`config.mk`:
```
export PLATFORM = sky130hd
export DESIGN_NAME = mss_top
export DESIGN_NICKNAME = d
export VERILOG_FILES = /design/src/verilog/mss_pkg.sv /design/src/verilog/mss_rate_tick.sv /design/src/verilog/mss_top.sv
export SDC_FILE = /design/constraint.sdc
export NUM_CORES = 1
export LEC_CHECK = 0
export ABC_AREA = 1
export BUFFER_PORTS_ARGS = -buffer_cell sky130_fd_sc_hd__buf_2
export CORE_MARGIN = 3
export CORE_UTILIZATION = 55
export CTS_CLUSTER_DIAMETER = 50
export DETAILED_ROUTE_END_ITERATION = 8
export PLACE_DENSITY = 0.78
export SYNTH_ARGS = -nofsm -noshare
export SYNTH_HDL_FRONTEND = slang
export SYNTH_SLANG_ARGS = --single-unit
```
`constraint.sdc`:
```
create_clock -name CORE_CLK_IN -period 2.8 [get_ports CORE_CLK_IN]
set_clock_uncertainty 0.2 [all_clocks]
set_input_delay 0.56 -clock CORE_CLK_IN [delete_from_list [all_inputs] [get_ports CORE_CLK_IN]]
set_output_delay 0.56 -clock CORE_CLK_IN [all_outputs]
set_load 0.05 [all_outputs]
```
`src/verilog/mss_pkg.sv`:
```
/*
 * Shared constants, types and register map of the module system-services block.
 * Assumes a single 25 MHz core clock and an APB master with 32-bit data.
 */
`default_nettype none

package mss_pkg;

    // ------------------------------------------------------------------
    // Timing
    // ------------------------------------------------------------------
    localparam int CLK_HZ = 25_000_000;
    localparam int CLK_MHZ = CLK_HZ / 1_000_000;
    localparam int REF_HZ = 5_000_000;
    localparam int REF_DIV = CLK_HZ / REF_HZ;
    localparam int RESET_MIN_MS = 100;
    localparam int POST_RESET_MS = 100;
    localparam int RESET_MIN_CYC = RESET_MIN_MS * (CLK_HZ / 1000);
    localparam int POST_RESET_CYC = POST_RESET_MS * (CLK_HZ / 1000);
    localparam int RATE_SLOW_MBPS = 10;
    localparam int RATE_FAST_MBPS = 20;
    localparam int RATE_UNIT_MBPS = 5;
    localparam int RATE_MOD = CLK_MHZ / RATE_UNIT_MBPS;
    localparam int RATE_SLOW_STEP = RATE_SLOW_MBPS / RATE_UNIT_MBPS;
    localparam int RATE_FAST_STEP = RATE_FAST_MBPS / RATE_UNIT_MBPS;

    // ------------------------------------------------------------------
    // Register map
    // ------------------------------------------------------------------
    localparam logic [11:0] OFS_CTRL = 12'h000;
    localparam logic [11:0] OFS_STATUS = 12'h004;
    localparam logic [11:0] OFS_INT_STAT = 12'h008;
    localparam logic [11:0] OFS_INT_MASK = 12'h00C;
    localparam logic [31:0] CTRL_RST = 32'h00000000;
    localparam logic [3:0] MASK_RST = 4'h0;
    localparam int CTRL_SOFT_FAULT = 0;
    localparam int EV_BOOT = 0;
    localparam int EV_FAULT = 1;
    localparam int EV_EARLY = 2;
    localparam int EV_SHORT = 3;
    localparam int EV_W = 4;
    localparam int NUM_LINKS = 4;

    // ------------------------------------------------------------------
    // Types
    // ------------------------------------------------------------------
    typedef enum logic [2:0] {
        ST_RESET = 3'h0,
        ST_WAIT = 3'h1,
        ST_READY = 3'h3,
        ST_RUN = 3'h2,
        ST_ANALYSE = 3'h6
    } mss_state_t;

    typedef struct packed {
        logic psel;
        logic penable;
        logic pwrite;
        logic [11:0] paddr;
        logic [31:0] pwdata;
    } mss_apb_req_t;

endpackage

`default_nettype wire

```
`src/verilog/mss_rate_tick.sv`:
```
/*
 * Bit-rate enable generator for one group of serial links.
 * Assumes the core clock is an integer multiple of the rate unit.
 */
`timescale 1ns/1ps
`default_nettype none

module mss_rate_tick #(
    parameter int MOD = mss_pkg::RATE_MOD,
    parameter int SLOW_STEP = mss_pkg::RATE_SLOW_STEP,
    parameter int FAST_STEP = mss_pkg::RATE_FAST_STEP
) (
    input wire logic clk_in,
    input wire logic rst_in,
    input wire logic fast_in,
    output logic tick_out
);
    import mss_pkg::*;

    // A fractional accumulator gives the exact average rate; 10 Mbit/s is
    // not a whole divisor of the core clock, so edges jitter by one cycle.
    logic [7:0] acc_reg;
    logic [7:0] sum;

    always_comb begin
        sum = acc_reg + (fast_in ? 8'(FAST_STEP) : 8'(SLOW_STEP));
    end

    always_ff @(posedge clk_in) begin
        if (rst_in) begin
            acc_reg <= 8'h00;
            tick_out <= 1'b0;
        end else if (sum >= 8'(MOD)) begin
            acc_reg <= sum - 8'(MOD);
            tick_out <= 1'b1;
        end else begin
            acc_reg <= sum;
            tick_out <= 1'b0;
        end
    end

endmodule // mss_rate_tick

`default_nettype wire

```
`src/verilog/mss_top.sv`:
```
/*
 * System-services front end: reset sequencing, boot window, analyse mode,
 * link rate mapping, open-collector fault output and an APB register file.
 * Assumes all pins are synchronous to CORE_CLK_IN and that the wired fault
 * line is resolved outside and fed back on FAULT_LINE_IN.
 */
// Implementation choices: the APB interface to the registers and the placing of the registers.
// Functional notes
// Link 0 follows the first rate select, links 1 to 3 follow the second.
// A rate select at 0 gives 10 Mbit/s and at 1 gives 20 Mbit/s.
// Host reset resets the processor and the rest of the module; the code keeps the register file and BOOT_LINK_OUT, which only RST_IN clears.
// The host holds reset for at least 100 ms.
// The host waits a further 100 ms after reset before using any link.
// After the wait, the first link to deliver a boot packet is accepted.
// Analyse with reset halts the processor and keeps its state.
// In analyse mode interrogation is answered on any link.
// The fault output is pulled low while the processor signals an error.
// Up to ten fault outputs are wired; the line is low if any drives it.
// A 5 MHz reference is derived and feeds the processor clocks.
// During reset the link outputs idle and link input is ignored.
`timescale 1ns/1ps
`default_nettype none

module mss_top #(
    parameter int RESET_MIN = mss_pkg::RESET_MIN_CYC,
    parameter int POST_WAIT = mss_pkg::POST_RESET_CYC
) (
    input wire logic CORE_CLK_IN,
    input wire logic RST_IN,
    input wire mss_pkg::mss_apb_req_t APB_IN,
    output logic [31:0] PRDATA_OUT,
    output logic PREADY_OUT,
    output logic PSLVERR_OUT,
    output logic IRQ_OUT,
    input wire logic HOST_RESET_IN,
    input wire logic ANALYSE_IN,
    input wire logic LINK0_RATE_SELECT_IN,
    input wire logic LINKS123_RATE_SELECT_IN,
    input wire logic CPU_ERROR_IN,
    input wire logic FAULT_LINE_IN,
    output logic FAULT_OUT_N_O_OUT,
    output logic FAULT_OUT_N_OE_OUT,
    input wire logic [3:0] SERIAL_RX_LINES_IN,
    input wire logic [3:0] CPU_TX_IN,
    output logic [3:0] SERIAL_TX_LINES_OUT,
    output logic [3:0] CPU_RX_OUT,
    output logic [3:0] LINK_BIT_EN_OUT,
    output logic REF_TICK_OUT,
    output logic CPU_RESET_OUT,
    output logic CPU_HALT_OUT,
    output logic BOOT_READY_OUT,
    output logic [1:0] BOOT_LINK_OUT
);
    import mss_pkg::*;

    // ------------------------------------------------------------------
    // Functions
    // ------------------------------------------------------------------
    function automatic logic [1:0] first_link(input logic [3:0] v);
        first_link = 2'h0;
        for (int i = NUM_LINKS - 1; i >= 0; i--) begin
            if (v[i]) begin
                first_link = 2'(i);
            end
        end
    endfunction

    // ------------------------------------------------------------------
    // Declarations
    // ------------------------------------------------------------------
    mss_state_t state_reg, state_next;
    logic [31:0] wait_cnt_reg;
    logic [31:0] hold_cnt_reg;
    logic [2:0] ref_cnt_reg;
    logic host_rst_d_reg;
    logic [31:0] ctrl_reg;
    logic [EV_W-1:0] int_stat_reg, int_mask_reg, ev;
    logic links_open, fault_line_d_reg;
    logic tick_a, tick_b;
    logic wr, rd;

    // ------------------------------------------------------------------
    // Sequencer
    // ------------------------------------------------------------------
    always_comb begin
        state_next = state_reg;
        unique case (state_reg)
            ST_RESET: begin
                if (!HOST_RESET_IN) begin
                    state_next = ST_WAIT;
                end
            end
            ST_WAIT: begin
                if (HOST_RESET_IN) begin
                    state_next = ST_RESET;
                end else if (wait_cnt_reg == 32'(POST_WAIT - 1)) begin
                    state_next = ST_READY;
                end
            end
            ST_READY: begin
                if (HOST_RESET_IN) begin
                    state_next = ST_RESET;
                end else if (SERIAL_RX_LINES_IN != 4'h0) begin
                    state_next = ST_RUN;
                end
            end
            ST_RUN: begin
                if (HOST_RESET_IN) begin
                    state_next = ANALYSE_IN ? ST_ANALYSE : ST_RESET;
                end
            end
            ST_ANALYSE: begin
                if (HOST_RESET_IN && !ANALYSE_IN) begin
                    state_next = ST_RESET;
                end
            end
            default: state_next = ST_RESET;
        endcase
    end

    always_ff @(posedge CORE_CLK_IN) begin
        if (RST_IN) begin
            state_reg <= ST_RESET;
        end else begin
            state_reg <= state_next;
        end
    end

    always_ff @(posedge CORE_CLK_IN) begin
        if (RST_IN || state_reg != ST_WAIT || HOST_RESET_IN) begin
            wait_cnt_reg <= 32'h00000000;
        end else begin
            wait_cnt_reg <= wait_cnt_reg + 32'h00000001;
        end
    end

    always_ff @(posedge CORE_CLK_IN) begin
        if (RST_IN) begin
            BOOT_LINK_OUT <= 2'h0;
        end else if (state_reg == ST_READY && !HOST_RESET_IN && SERIAL_RX_LINES_IN != 4'h0) begin
            BOOT_LINK_OUT <= first_link(SERIAL_RX_LINES_IN);
        end
    end

    // Analyse keeps the processor out of reset so its state survives.
    assign CPU_RESET_OUT = (state_reg == ST_RESET);
    assign CPU_HALT_OUT = (state_reg == ST_ANALYSE);
    assign BOOT_READY_OUT = (state_reg == ST_READY);
    assign links_open = !HOST_RESET_IN && (state_reg == ST_READY || state_reg == ST_RUN ||
                                           state_reg == ST_ANALYSE);

    // ------------------------------------------------------------------
    // Links and fault pin
    // ------------------------------------------------------------------
    always_ff @(posedge CORE_CLK_IN) begin
        if (RST_IN) begin
            SERIAL_TX_LINES_OUT <= 4'h0;
            CPU_RX_OUT <= 4'h0;
        end else begin
            SERIAL_TX_LINES_OUT <= links_open ? CPU_TX_IN : 4'h0;
            CPU_RX_OUT <= links_open ? SERIAL_RX_LINES_IN : 4'h0;
        end
    end

    always_ff @(posedge CORE_CLK_IN) begin
        if (RST_IN) begin
            FAULT_OUT_N_OE_OUT <= 1'b0;
            fault_line_d_reg <= 1'b1;
        end else begin
            FAULT_OUT_N_OE_OUT <= CPU_ERROR_IN || ctrl_reg[CTRL_SOFT_FAULT];
            fault_line_d_reg <= FAULT_LINE_IN;
        end
    end

    // Open collector: the pin is only ever pulled low, never driven high.
    assign FAULT_OUT_N_O_OUT = 1'b0;

    mss_rate_tick u_rate0 (
        .clk_in(CORE_CLK_IN),
        .rst_in(RST_IN),
        .fast_in(LINK0_RATE_SELECT_IN),
        .tick_out(tick_a)
    );

    mss_rate_tick u_rate123 (
        .clk_in(CORE_CLK_IN),
        .rst_in(RST_IN),
        .fast_in(LINKS123_RATE_SELECT_IN),
        .tick_out(tick_b)
    );

    assign LINK_BIT_EN_OUT = {tick_b, tick_b, tick_b, tick_a};

    always_ff @(posedge CORE_CLK_IN) begin
        if (RST_IN || ref_cnt_reg == 3'(REF_DIV - 1)) begin
            ref_cnt_reg <= 3'h0;
        end else begin
            ref_cnt_reg <= ref_cnt_reg + 3'h1;
        end
    end

    always_ff @(posedge CORE_CLK_IN) begin
        if (RST_IN) begin
            REF_TICK_OUT <= 1'b0;
        end else begin
            REF_TICK_OUT <= (ref_cnt_reg == 3'(REF_DIV - 1));
        end
    end

    // ------------------------------------------------------------------
    // Events and interrupt
    // ------------------------------------------------------------------
    always_ff @(posedge CORE_CLK_IN) begin
        if (RST_IN) begin
            hold_cnt_reg <= 32'h00000000;
            host_rst_d_reg <= 1'b0;
        end else begin
            host_rst_d_reg <= HOST_RESET_IN;
            if (!HOST_RESET_IN) begin
                hold_cnt_reg <= 32'h00000000;
            end else if (hold_cnt_reg < 32'(RESET_MIN)) begin
                hold_cnt_reg <= hold_cnt_reg + 32'h00000001;
            end
        end
    end

    always_comb begin
        ev = '0;
        ev[EV_BOOT] = (state_reg == ST_READY) && (state_next == ST_RUN);
        ev[EV_FAULT] = fault_line_d_reg && !FAULT_LINE_IN;
        ev[EV_EARLY] = (state_reg == ST_WAIT) && (SERIAL_RX_LINES_IN != 4'h0);
        ev[EV_SHORT] = host_rst_d_reg && !HOST_RESET_IN &&
                       (hold_cnt_reg < 32'(RESET_MIN));
    end

    assign wr = APB_IN.psel && APB_IN.penable && APB_IN.pwrite;
    assign rd = APB_IN.psel && !APB_IN.pwrite;

    // A new event wins over a write-one-to-clear in the same cycle.
    always_ff @(posedge CORE_CLK_IN) begin
        if (RST_IN) begin
            int_stat_reg <= '0;
        end else if (wr && APB_IN.paddr == OFS_INT_STAT) begin
            int_stat_reg <= (int_stat_reg & ~APB_IN.pwdata[EV_W-1:0]) | ev;
        end else begin
            int_stat_reg <= int_stat_reg | ev;
        end
    end

    assign IRQ_OUT = |(int_stat_reg & int_mask_reg);

    // ------------------------------------------------------------------
    // APB slave
    // ------------------------------------------------------------------
    always_ff @(posedge CORE_CLK_IN) begin
        if (RST_IN) begin
            ctrl_reg <= CTRL_RST;
            int_mask_reg <= MASK_RST;
        end else if (wr && APB_IN.paddr == OFS_CTRL) begin
            ctrl_reg <= {31'h00000000, APB_IN.pwdata[CTRL_SOFT_FAULT]};
        end else if (wr && APB_IN.paddr == OFS_INT_MASK) begin
            int_mask_reg <= APB_IN.pwdata[EV_W-1:0];
        end
    end

    always_comb begin
        PRDATA_OUT = 32'h00000000;
        if (rd) begin
            unique case (APB_IN.paddr)
                OFS_CTRL: PRDATA_OUT = ctrl_reg;
                OFS_STATUS: PRDATA_OUT = {20'h00000, FAULT_LINE_IN, LINKS123_RATE_SELECT_IN,
                                          LINK0_RATE_SELECT_IN, BOOT_LINK_OUT, 4'h0,
                                          state_reg};
                OFS_INT_STAT: PRDATA_OUT = {28'h0000000, int_stat_reg};
                OFS_INT_MASK: PRDATA_OUT = {28'h0000000, int_mask_reg};
                default: PRDATA_OUT = 32'h00000000;
            endcase
        end
    end

    assign PREADY_OUT = 1'b1;
    assign PSLVERR_OUT = APB_IN.psel && APB_IN.penable &&
                         !(APB_IN.paddr inside {OFS_CTRL, OFS_STATUS, OFS_INT_STAT, OFS_INT_MASK});
endmodule // mss_top

`default_nettype wire

```
**After elaboration in Yosys (flattened, before gate mapping)**

Index checks and enable logic that the tools add are counted.

- Output and inout port bits: 55
- Memories: 0
- Bits of input ports: 63
- Latch bits: 0
- RAM bits: 0
- Memory bits (read-only): 0
- Register bits after elaboration: 111

- Mux-type cells: 22
- Bitwise logic cells: 8
- Multiply operators: 0
- Shift operators: 0
- Reductions and logical operators: 35
- Order comparisons: 3
- Equality and inequality tests: 11
- Div/mod/pow operators: 0
- $add $sub $neg: 7

Operator list:

| operator | number |
|---|---|
| adder 32 x 1 -> 32 bit (second input constant) | 2 |
| case mux 12 bit (4 select lines) | 1 |
| equality test 32 x 22 -> 1 bit (second input constant) | 1 |
| less-than comparator 32 x 22 -> 1 bit (second input constant) | 1 |
| 2-to-1 mux 3 bit | 10 |
| equality test 12 x 4 -> 1 bit (second input constant) | 2 |
| adder 8 bit | 2 |
| greater-or-equal comparator 8 x 3 -> 1 bit (second input constant) | 2 |
| logical AND 1 bit | 16 |
| 2-to-1 mux 8 bit | 2 |
| subtractor 8 x 3 -> 8 bit (second input constant) | 2 |
| case mux 3 bit (5 select lines) | 1 |
| equality test 12 x 3 -> 1 bit (second input constant) | 1 |
| logical NOT 12 bit | 1 |
| 2-to-1 mux 12 bit | 1 |
| equality test 3 x 2 -> 1 bit (second input constant) | 3 |
| bitwise AND 4 bit | 2 |
| 2-to-1 mux 2 bit | 4 |
| bitwise OR 4 bit | 2 |
| nonzero test 4 bit | 2 |
| equality test 3 bit (second input constant) | 2 |
| logical OR 1 bit | 6 |
| logical NOT 1 bit | 5 |
| 2-to-1 mux 4 bit | 1 |
| 10 further kinds | 14 |

**Depth between registers and ports, before layout**

Gate-level depths: netlist of run 1.

- Depth after elaboration: 8
- Depth in mapped cells: 13

**Cells and area by module**

A second synthesis of run 1 with hierarchy kept.

- Cells, all modules: 1000
- Area total of the unflattened synthesis: 6457.4 um^2

Modules (own cells, without submodules):

| module | cells each | area each (um^2) | instances |
|---|---|---|---|
| mss_top | 786 | 5123.7 | 1 |
| mss_rate_tick | 107 | 666.9 | 2 |

**Worst setup path after synthesis of run 1**

Ideal clock, no wire load.

- Kind: input to output
- Start: input port APB_IN[33] in the netlist's numbering
- End: output port PRDATA_OUT[10]
- Slack: -0.246 ns
- Cell stages on the path: 5
- Arrival: 2.286 ns
- Cell sequence: or2_1 clkbuf_1 nor2_1 nand3_1 nor3_1

- Cells in the longest elaborated chain, start to end: 3

Ends and longest elaborated chain:

| element | RTL line | RTL |
|---|---|---|
| start: declaration | mss_top.sv:30 | `input wire mss_pkg::mss_apb_req_t APB_IN,` |
| equality test 12 x 4 -> 1 bit, or another cell as far along | mss_top.sv:269 | `unique case (APB_IN.paddr)` |
| case mux 12 bit (4 select lines) (*) | mss_top.sv:269 |  |
| 2-to-1 mux 12 bit (*) | mss_top.sv:268 | `if (rd) begin` |
| end: declaration | mss_top.sv:31 | `output logic [31:0] PRDATA_OUT,` |

Every way passes the cells marked *; elsewhere a longest branch is shown, timed or not.

**Worst setup path after layout of run 1**

- Start: input port APB_IN[43] in the netlist's numbering
- End: output port PRDATA_OUT[8]

Same word-level chain as after synthesis.

==> summary.txt, run 1 <==
Synth Instances: 934
Worst setup path startpoint: APB_IN[43]
CTS Sinks: 111
Initial Util: 56.9%
Worst-margin pin slew: 834 ps
DP HPWL: 10.6 mm
Post-synth top flop: dfxtp_1
Clock-pin slew on the worst setup and hold paths: 70 ps
RD Place Congestion: 0.902
Synthesized flop and latch total: 111
Setup TNS: 0 ps
Fin. Hold Viols: 0
Startpoint of the worst hold path: CPU_TX_IN[2]
Worst-case clock buffer depth: 2
Async SR Flop Fraction: 0%
Die height: 113 µm
RSZ-0062 raised after global routing: false
Clock power share: 29.6%
Crit. End Element: output port
Pwr dens: 629 mW/mm²
H-Tree Depth: 3
Chip Width: 113 µm
Sw frac: 34.7%
Fillcell total: 1063
Die area: 0.0127 mm²
Crit-path max FO: 8
Clock Latency Late Sink: 350 ps
WS Path Type: primary input to output port
Sequential share of power: 41.1%
Cell area after synthesis: 0.00624 mm²
Post-synthesis sequential area ratio: 35.6%
Comb pwr share: 29.3%
# IOs: 118
Min Tclk post-route: 2610 ps
Via/cell ratio: 5.06
Router iterations before antenna repair: 5
# DRC: 0
P_int: 2.84 mW
Yosys cell types: 43
Worst ir drop on vdd: 466 µV
Nets: 1073
Final period util: 93.4%
Vias: 5776
Port-buffer cells: 64
Share of cells above drive strength 1: 13.8%
Vias in the first global route: 5245
CP required: 2040 ps
Max-Slew Margin vs Limit: 44.4%
Worst setup margin: 186 ps
Root Buffer: clkbuf_16
RR Startpoint: u_rate0.acc_reg[1]
Routed WL per cell: 12.1 µm
Tot GR Track Use: 22.3%
Outcome: complete, no violations
Total Wirelength: 13.8 mm
Area growth from synthesis to layout: 10.9%
Hold path cells: 3
TritonCTS clock tree: built
Post-CTS Setup Inserts: 0
Synth warn: 0
Switching power: 1.51 mW
TritonCTS Buffers: 9
Placed insts: 1125
Total grt overflow: 0
Slew Limit Fails: 0
Synth Area per Inst: 6.69 µm²
Row count: 38
Initial antenna violation count: 0
N_diodes: 0
Final setup viols: 0
Type of the tightest min-delay check: primary input to flip-flop
Iter 0 DRT Violations: 437
CP Data Arrival Time: 1850 ps
CP Launch Type: primary input
First-pass GRT wire length: 23.6 mm
Tot Pwr: 4.36 mW
Reg2Reg Depth: 10
Finished Layout Cells: 1141
Worst slack, placed: 67.0 ps
Max Cap Viol: 0
Post-synth EDFFs: 0
Leakage: 2.83 nW
Core area: 0.0110 mm²
Post-route ant nets: 0
Pin count of the biggest net entering global routing: 31
Upper clock frequency limit: 383 MHz
Hold_ws: 219 ps
cells by family after synthesis:
logic type | share of synthesized area (%)
XOR/XNOR | 4.47
AO/OA/AOI/OAI | 8.21
buffers and inverters | 11.9
adder cells (fa/ha/maj) | 3.05
flip-flops | 35.6
other | 0.120
AND/OR/NAND/NOR | 36.6
final timing paths:
check | end | slack [ps]
min reg2reg | hold_cnt_reg[23] | 230
max reg2reg | u_rate0.tick_out | 550
min | SERIAL_TX_LINES_OUT[2] | 220
max | PRDATA_OUT[8] | 190
cell usage after synthesis, types with 2 or more instances:
| cell | n | share of area, % |
|---|---|---|
| nor3b_2 | 2 | 0.40 |
| a21oi_1 | 59 | 4.7 |
| o21ai_0 | 28 | 2.2 |
| or2_0 | 2 | 0.20 |
| inv_1 | 113 | 6.8 |
| nor2_4 | 3 | 0.54 |
| dfxtp_1 | 111 | 36 |
| nor2_1 | 136 | 8.2 |
| fa_1 | 2 | 0.64 |
| nand3_2 | 4 | 0.64 |
| xor2_1 | 17 | 2.4 |
| nor3_2 | 4 | 0.64 |
| ha_1 | 12 | 2.4 |
| o2111ai_1 | 2 | 0.28 |
| nand3_1 | 49 | 3.9 |
| nand3b_1 | 4 | 0.48 |
| nor2_2 | 10 | 1.0 |
| nor3_1 | 34 | 2.7 |
| o221ai_1 | 2 | 0.28 |
| buf_4 | 32 | 3.8 |
| a31oi_1 | 2 | 0.20 |
| or2_2 | 5 | 0.50 |
| xnor2_1 | 13 | 1.8 |
| nand4_1 | 20 | 2.0 |
| buf_2 | 4 | 0.32 |
| clkbuf_1 | 7 | 0.42 |
| nor4_1 | 5 | 0.50 |
| nand2_2 | 5 | 0.50 |
| inv_2 | 5 | 0.30 |
| nand2_1 | 228 | 14 |
| conb_1 | 2 | 0.12 |
placed cells by master (no fill, tap or decap), types with 12 or more instances in the layout:
cell type and n:
nand2_1 228, nor2_1 134, inv_1 113, dfxtp_1 111, buf_2 62, a21oi_1 58
nand3_1 49, nor3_1 31, o21ai_0 28, conb_1 25, nand4_1 20, xor2_1 17
xnor2_1 13, nor2_2 12, ha_1 12
worst max-delay path: stages:
cell	delay, ps
buf_2	90
nor2_1	90
nand2_1	80
nor2_2	120
buf_4	150
nand3_1	150
buf_4	190
nor3_1	130
buf_2	290
per-layer routing:
layer	routed length [µm]	vias up	GRT usage [%]
met5	0	-	0
met4	256	0	7.85
met3	603	17	2.75
met2	6390	112	36.9
met1	6520	2614	30.0
li1	-	3033	-
cell type report:
cell class                      instances  area, µm²  share of cell area, %
Clock buffer                           11        243                   3.51
Multi-Input combinational cell        683       3390                   49.0
Sequential cell                       111       2220                   32.1
Inverter                              118        443                   6.40
Timing Repair Buffer                   73        393                   5.68
Tap cell                              140        175                   2.53
Clock inverter                          5       56.3                  0.813
stage by stage:
stage / utilization, % / cell area [µm²]
after floorplan: - / 6340
after global placement: 60.1 / 6600
after detailed placement: 60.1 / 6600
after CTS: 62.8 / 6900
after global routing: 63.0 / 6920
final: 63.0 / 6920
what timing repair did:
action / in CTS / in global routing
hold buffers: 0 / 0
endpoints found under the setup margin: 0 / 4
gates resized for setup: 0 / 7
power by group through the flow:
stage                     clock network (mW)  logic [mW]  registers (mW)
after global routing                    1.39        1.45            1.81
after detailed placement                   0        1.26            1.83
final                                   1.29        1.28            1.79
after global placement                     0        1.25            1.82
after floorplan                            0        1.14            1.80
after CTS                               1.31        1.28            1.79
Power figures use the tool's default switching activity.
==> inputs of run 2 (changes only) <==
==> constraint.sdc (replaced) <==
create_clock -name CORE_CLK_IN -period 2.8 [get_ports CORE_CLK_IN]
set_clock_uncertainty 0.2 [all_clocks]
set_input_delay 0.42 -clock CORE_CLK_IN [delete_from_list [all_inputs] [get_ports CORE_CLK_IN]]
set_output_delay 0.42 -clock CORE_CLK_IN [all_outputs]
set_load 0.05 [all_outputs]
==> run 2 against run 1 <==
Compared with the run above: via count rose by 0.59%; utilization decreased by 0.26 points; critical path depth did not move; power increased by 0.99%; critical endpoint is now PRDATA_OUT[0]; largest cell class unchanged.
==> summary.txt, run 2 (synthesized netlist as in run 1, its figures left out) <==
Grt met1 use: 29.6% (-0.42 points)
Total grt overflow: 0 (unchanged)
Crit. End Element: output port
Clock Latency Late Sink: 350 ps (about the same)
Placed insts: 1124 (-0.089%)
Finished Layout Cells: 1140 (-0.088%)
Max Cap Viol: 0 (unchanged)
Core area: 0.0110 mm² (unchanged)
Die height: 113 µm (unchanged)
Worst setup margin: 186 ps (-0.0880 ps)
CP Launch Type: primary input
Worst slack, placed: 249 ps (+182 ps)
Worst-margin pin slew: 549 ps (-285 ps)
# IOs: 118 (unchanged)
Share of cells above drive strength 1: 13.0% (-0.79 points)
Crit-path max FO: 9 (+1)
Vias: 5810 (+0.59%)
CTS Sinks: 111 (unchanged)
Commonest non-fill, non-tap cell in the layout: nand2_1
Resize count post-CTS: 0 (unchanged)
Commonest cells after routing, fill and taps aside: 228 x nand2_1, 136 x nor2_1, 113 x inv_1
Type of the tightest min-delay check: primary input to flip-flop
Area of the multi-input gates: 0.00336 mm² (-0.77%)
Chip Width: 113 µm (unchanged)
Pin count of the biggest net entering global routing: 31 (unchanged)
Setup TNS: 0 ps (unchanged)
CP top delay family: simple AND/OR/NAND/NOR gates
Post-CTS Setup Inserts: 0 (unchanged)
Worst path cell trace: buf_2 -> nor2_1 -> nand2_1 -> nor2_2 -> nand3_1 -> o21ai_0 -> nor2_1 -> nor2_1 -> buf_2
Final period util: 93.4% (about the same)
Clock-pin slew on the worst setup and hold paths: 70 ps (about the same)
RD Place Congestion: 0.909 (+0.79%)
Tot GR Track Use: 22.4% (+0.080 points)
Initial Util: 56.9% (unchanged)
Hold Buf Count CTS: 0 (unchanged)
Min Tclk post-route: 2610 ps (+0.0880 ps)
Reg2reg setup slack: 630 ps (+80 ps)
# DRC: 0 (unchanged)
Tot Pwr: 4.40 mW (+0.99%)
Outcome: complete, no violations
Routed WL per cell: 12.3 µm (+2.2%)
Most used cell, CP: nor2_1
Max-Slew Margin vs Limit: 63.4% (+19 points)
Sequential Area: 0.00222 mm² (unchanged)
Fin. Hold Viols: 0 (unchanged)
Root Buffer: clkbuf_16
Iter 0 DRT Violations: 409 (-6.4%)
WS Path Type: primary input to output port
Upper clock frequency limit: 383 MHz (about the same)
CP Data Arrival Time: 1990 ps (+140 ps)
Critical path's slowest cell: nand3_1
Pwr dens: 638 mW/mm² (+1.4%)
DP HPWL: 10.5 mm (-0.44%)
Via/cell ratio: 5.10 (+0.68%)
Worst-case clock buffer depth: 2 (unchanged)
Buf+Inv Stages, Crit Path: 2 (-2)
Total Wirelength: 14.1 mm (+2.1%)
Routing usage on met2: 36.7% (-0.24 points)
Area growth from synthesis to layout: 10.4%
Router iterations before antenna repair: 5 (unchanged)
Post-route ant nets: 0 (unchanged)
Worst ir drop on vdd: 658 µV (+41%)
Row count: 38 (unchanged)
First-pass GRT wire length: 23.5 mm (-0.35%)
N_diodes: 0 (unchanged)
Leakage: 2.82 nW (-0.24%)
Slew Limit Fails: 0 (unchanged)
Initial antenna violation count: 0 (unchanged)
TritonCTS clock tree: built
Nets: 1072 (-0.093%)
Fillcell total: 1036 (-2.5%)
Final setup viols: 0 (unchanged)
RSZ-0062 raised after global routing: false
Biggest cell delay along the critical path: 310 ps (+20 ps)
GRT busiest layer: met2
CP required: 2180 ps (+140 ps)
Vias in the first global route: 5240 (-0.095%)
Die area: 0.0127 mm² (unchanged)
TritonCTS Buffers: 9 (unchanged)
H-Tree Depth: 3 (unchanged)
Port-buffer cells: 64 (unchanged)
Met3 usage: 5.07% (+2.3 points)
-- run 2: path summary, 6_finish.rpt --
path                       from            endpoint  cells past startpoint
min               FAULT_LINE_IN    fault_line_d_reg                      3
max reg2reg  u_rate0.acc_reg[1]  u_rate0.acc_reg[2]                      9
max                  APB_IN[43]       PRDATA_OUT[0]                      9
min reg2reg    hold_cnt_reg[22]    hold_cnt_reg[22]                      2
-- run 2: worst min-delay path, cell delays in order --
cell and delay [ps]:
buf_2 70, inv_1 50, nand2_1 50
-- run 2: through the flow --
step | hold WS, ps | cell area (µm²) | utilization, %
global placement | 215 | 6590 | 60.0
detailed placement | 218 | 6590 | 60.0
global route | 62.6 | 6890 | 62.8
floorplan | 208 | 6330 | -
CTS | 55.7 | 6890 | 62.8
finish | 69.4 | 6890 | 62.8
-- run 2: cell type report --
class                   instances  share of cell area (%)
clock buffers                  11                    3.52
clock inverters                 5                   0.962
inverters                     118                    6.42
multi-input cells             683                    48.8
flip-flops and latches        111                    32.2
well taps                     140                    2.54
repair buffers                 72                    5.52
-- run 2: report_power, final --
part           total (mW)  leakage [nW]  internal (mW)  switching [mW]
logic                1.28          1.77          0.429           0.854
clock network        1.33         0.148          0.729           0.600
registers            1.79         0.901           1.69          0.0915
total                4.40          2.82           2.85            1.55
-- run 2: routing by layer --
| layer | up-vias | share of wire (%) | wire, µm |
|---|---|---|---|
| met1 | 2587 | 47 | 6560 |
| met5 | - | 0 | 0 |
| li1 | 3034 | - | - |
| met3 | 25 | 5.6 | 782 |
| met4 | 0 | 1.6 | 228 |
| met2 | 164 | 46 | 6480 |
==> inputs of run 3 (changes only) <==
- ABC_AREA: 1 -> not set
- BUFFER_PORTS_ARGS: -buffer_cell sky130_fd_sc_hd__buf_2 -> -buffer_cell sky130_fd_sc_hd__clkbuf_2
- PLACE_DENSITY: 0.78 -> 0.79
==> run 3 against run 2 <==
Compared with the run above: global-route usage decreased by 0.98 points; sequential share of layout area increased by 2.6 points; die area decreased by 9.9%; largest power group unchanged; cell area decreased by 7.4%; combinational power increased by 6%; synthesized cell count decreased by 31%; final cell count decreased by 25%; critical path depth decreased by 1; sequential cell count unchanged; power decreased by 3.2%; highest routed layer unchanged; clock power decreased by 17%.
==> summary.txt, run 3 <==
Final setup viols: 0 (unchanged)
Grt met1 use: 26.4% (-3.2 points)
Synthesized flop and latch total: 111 (unchanged)
Routing usage on met2: 37.2% (+0.53 points)
Compound-gate portion of the synthesized area: 11.7% (+3.4 points)
Share of cells above drive strength 1: 18.2% (+5.2 points)
Final period util: 97.9% (+4.5 points)
Crit-path max FO: 5 (-4)
Chip Width: 107 µm (-5.1%)
Clock-pin slew on the worst setup and hold paths: 100 ps (+30 ps)
Crit. End Element: output port
Fin. Hold Viols: 0 (unchanged)
Buf+Inv Stages, Crit Path: 3 (+1)
TritonCTS Buffers: 9 (unchanged)
Vias: 4804 (-17%)
Total Wirelength: 12.2 mm (-13%)
Commonest cells post-synth: 111 x dfxtp_1, 76 x nor2_1, 42 x nand2_1
Area growth from synthesis to layout: 14.1%
Synth Area per Inst: 8.62 µm² (+29%)
Commonest cells after routing, fill and taps aside: 111 x dfxtp_1, 76 x nor2_1, 57 x clkbuf_2
Initial Util: 57.0% (+0.12 points)
Post-Synth Adder-Cell Area: 3.40% (+0.35 points)
Post-synth top flop: dfxtp_1
Type of the tightest min-delay check: primary input to flip-flop
First-pass GRT wire length: 20.0 mm (-15%)
Worst ir drop on vdd: 448 µV (-32%)
Max-Slew Margin vs Limit: 33.3% (-30 points)
Port-buffer cells: 64 (unchanged)
TritonCTS clock tree: built
Pwr dens: 667 mW/mm² (+4.5%)
Worst setup path startpoint: APB_IN[39]
Clock Latency Late Sink: 380 ps (+30 ps)
Critical path's slowest cell: or4_4
H-Tree Depth: 3 (unchanged)
RR Startpoint: u_rate123.acc_reg[1]
RD Place Congestion: 0.866 (-4.8%)
Mux share of post-synthesis cell area: 3.38% (+3.4 points)
Hold Buf Count CTS: 0 (unchanged)
Post-CTS Setup Inserts: 0 (unchanged)
Hold_ws: 47.4 ps (-22.0 ps)
Worst path cell trace: clkbuf_2 -> or4_4 -> nor4_4 -> nand3b_1 -> nor2b_1 -> buf_4 -> and2_4 -> buf_8
Startpoint of the worst hold path: CPU_ERROR_IN
Routed WL per cell: 14.3 µm (+16%)
Top-count cell post-synth: dfxtp_1
CP Launch Type: primary input
Router iterations before antenna repair: 6 (+1)
CTS Sinks: 111 (unchanged)
Worst-case clock buffer depth: 2 (unchanged)
Main combinational cell family by area after synthesis: simple AND/OR/NAND/NOR gates
Max Cap Viol: 0 (unchanged)
Biggest cell delay along the critical path: 540 ps (+230 ps)
CP top delay family: simple AND/OR/NAND/NOR gates
Iter 0 DRT Violations: 211 (-48%)
Leakage: 2.65 nW (-6.2%)
Upper clock frequency limit: 365 MHz (-4.6%)
Initial antenna violation count: 0 (unchanged)
Yosys cell types: 69 (+60%)
Tot GR Track Use: 21.4% (-0.98 points)
Worst setup margin: 59.6 ps (-126 ps)
GRT busiest layer: met2
Top cells by area, synth: dfxtp_1 40%, nor2_1 5.1%, xor2_1 4.4%
Commonest non-fill, non-tap cell in the layout: dfxtp_1
Outcome: complete, no violations
Nets: 796 (-26%)
Root Buffer: clkbuf_8
Cell accounting for the most synthesized area: dfxtp_1
Post-route ant nets: 0 (unchanged)
# IOs: 118 (unchanged)
CP Data Arrival Time: 2120 ps (+130 ps)
Post-Synth Simple-Gate Area: 28.2% (-8.5 points)
Via/cell ratio: 5.61 (+10%)
Worst-margin pin slew: 994 ps (+445 ps)
Row count: 36 (-5.3%)
Pin count of the biggest net entering global routing: 32 (+3.2%)
Post-synth EDFFs: 0 (unchanged)
WS Path Type: primary input to output port
Cell area after synthesis: 0.00560 mm² (-10%)
RSZ-0062 raised after global routing: true
Synth warn: 0 (unchanged)
Min Tclk post-route: 2740 ps (+126 ps)
Worst slack, placed: -59.5 ps (-309 ps)
Met3 usage: 3.79% (-1.3 points)
N_diodes: 0 (unchanged)
Top-area cell type share of the netlist area: 39.7% (+4.1 points)
Core area: 0.00982 mm² (-11%)
Post-Synth XOR/XNOR Area: 6.57% (+2.1 points)
Die area: 0.0114 mm² (-9.9%)
Async SR Flop Fraction: 0% (unchanged)
CP required: 2180 ps (about the same)
Die height: 107 µm (-5.1%)
DP HPWL: 8.88 mm (-15%)
# DRC: 0 (unchanged)
Slew Limit Fails: 0 (unchanged)
Post-synthesis sequential area ratio: 39.7% (+4.1 points)
Vias in the first global route: 4531 (-14%)
Total grt overflow: 0 (unchanged)
Synth Instances: 649 (-31%)
==> run 3: per-layer routing <==
layer	share of wire, %	wire length (µm)	vias up
met2	49	6020	133
met1	43	5310	2265
met3	5.8	707	16
met4	1.6	196	0
met5	0	0	-
li1	-	-	2390
==> run 3: where the power goes <==
group	leakage (nW)	switching (mW)	internal, mW
logic	1.62	0.783	0.574
registers	0.901	0.0981	1.69
clock network	0.123	0.508	0.603
==> run 3: path summary, 6_finish.rpt <==
| check | slack [ps] | cells after the start | to |
|---|---|---|---|
| setup / recovery | 60 | 8 | PRDATA_OUT[9] |
| hold / removal | 50 | 3 | FAULT_OUT_N_OE_OUT |
| hold reg to reg | 260 | 2 | REF_TICK_OUT |
| setup reg to reg | 220 | 7 | u_rate123.acc_reg[3] |
==> run 3: worst reg2reg max path, delay by kind of cell, from the launching register on <==
family | cells | cell delay (ps)
flip-flops | 1 | 320
adder cells (fa/ha/maj) | 2 | 620
multiplexers | 1 | 350
AND/OR/NAND/NOR | 1 | 420
AO/OA/AOI/OAI | 3 | 590
==> run 3: cell type report <==
class	count	area, µm²
fillers	824	3430
multi-input cells	488	3110
flip-flops and latches	111	2220
repair buffers	86	556
clock buffers	14	183
well taps	133	166
inverters	23	86.3
clock inverters	2	60.1
==> run 3: cell families (layout without fill, tap and decap cells) <==
group,after synthesis,count (layout)
AOI/OAI and AO/OA,98,98
xor gates and xnor gates,42,42
adders and majority gates,14,14
buffers and inverters,73,125
DFF,111,111
muxes,17,17
other,2,25
and+or+nand+nor,292,292
==> run 3: repair_timing <==
action	CTS	global route
pin swaps	0	2
gates cloned	0	0
endpoints found under the setup margin	4	6
resized for setup	5	20
==> run 3: through the flow <==
step / TNS (ps) / total power, mW / area, µm² / utilization (%) / cells
6_report: 0 / 4.26 / 6380 / 65.0 / 857
5_1_grt: -253 / 4.50 / 6380 / 65.0 / 857
2_1_floorplan: -432 / 2.83 / 5690 / - / 672
3_5_place_dp: -258 / 3.15 / 6070 / 61.8 / 841
4_1_cts: 0 / 4.27 / 6330 / 64.5 / 857
3_3_place_gp: 0 / 3.09 / 6070 / 61.8 / 841
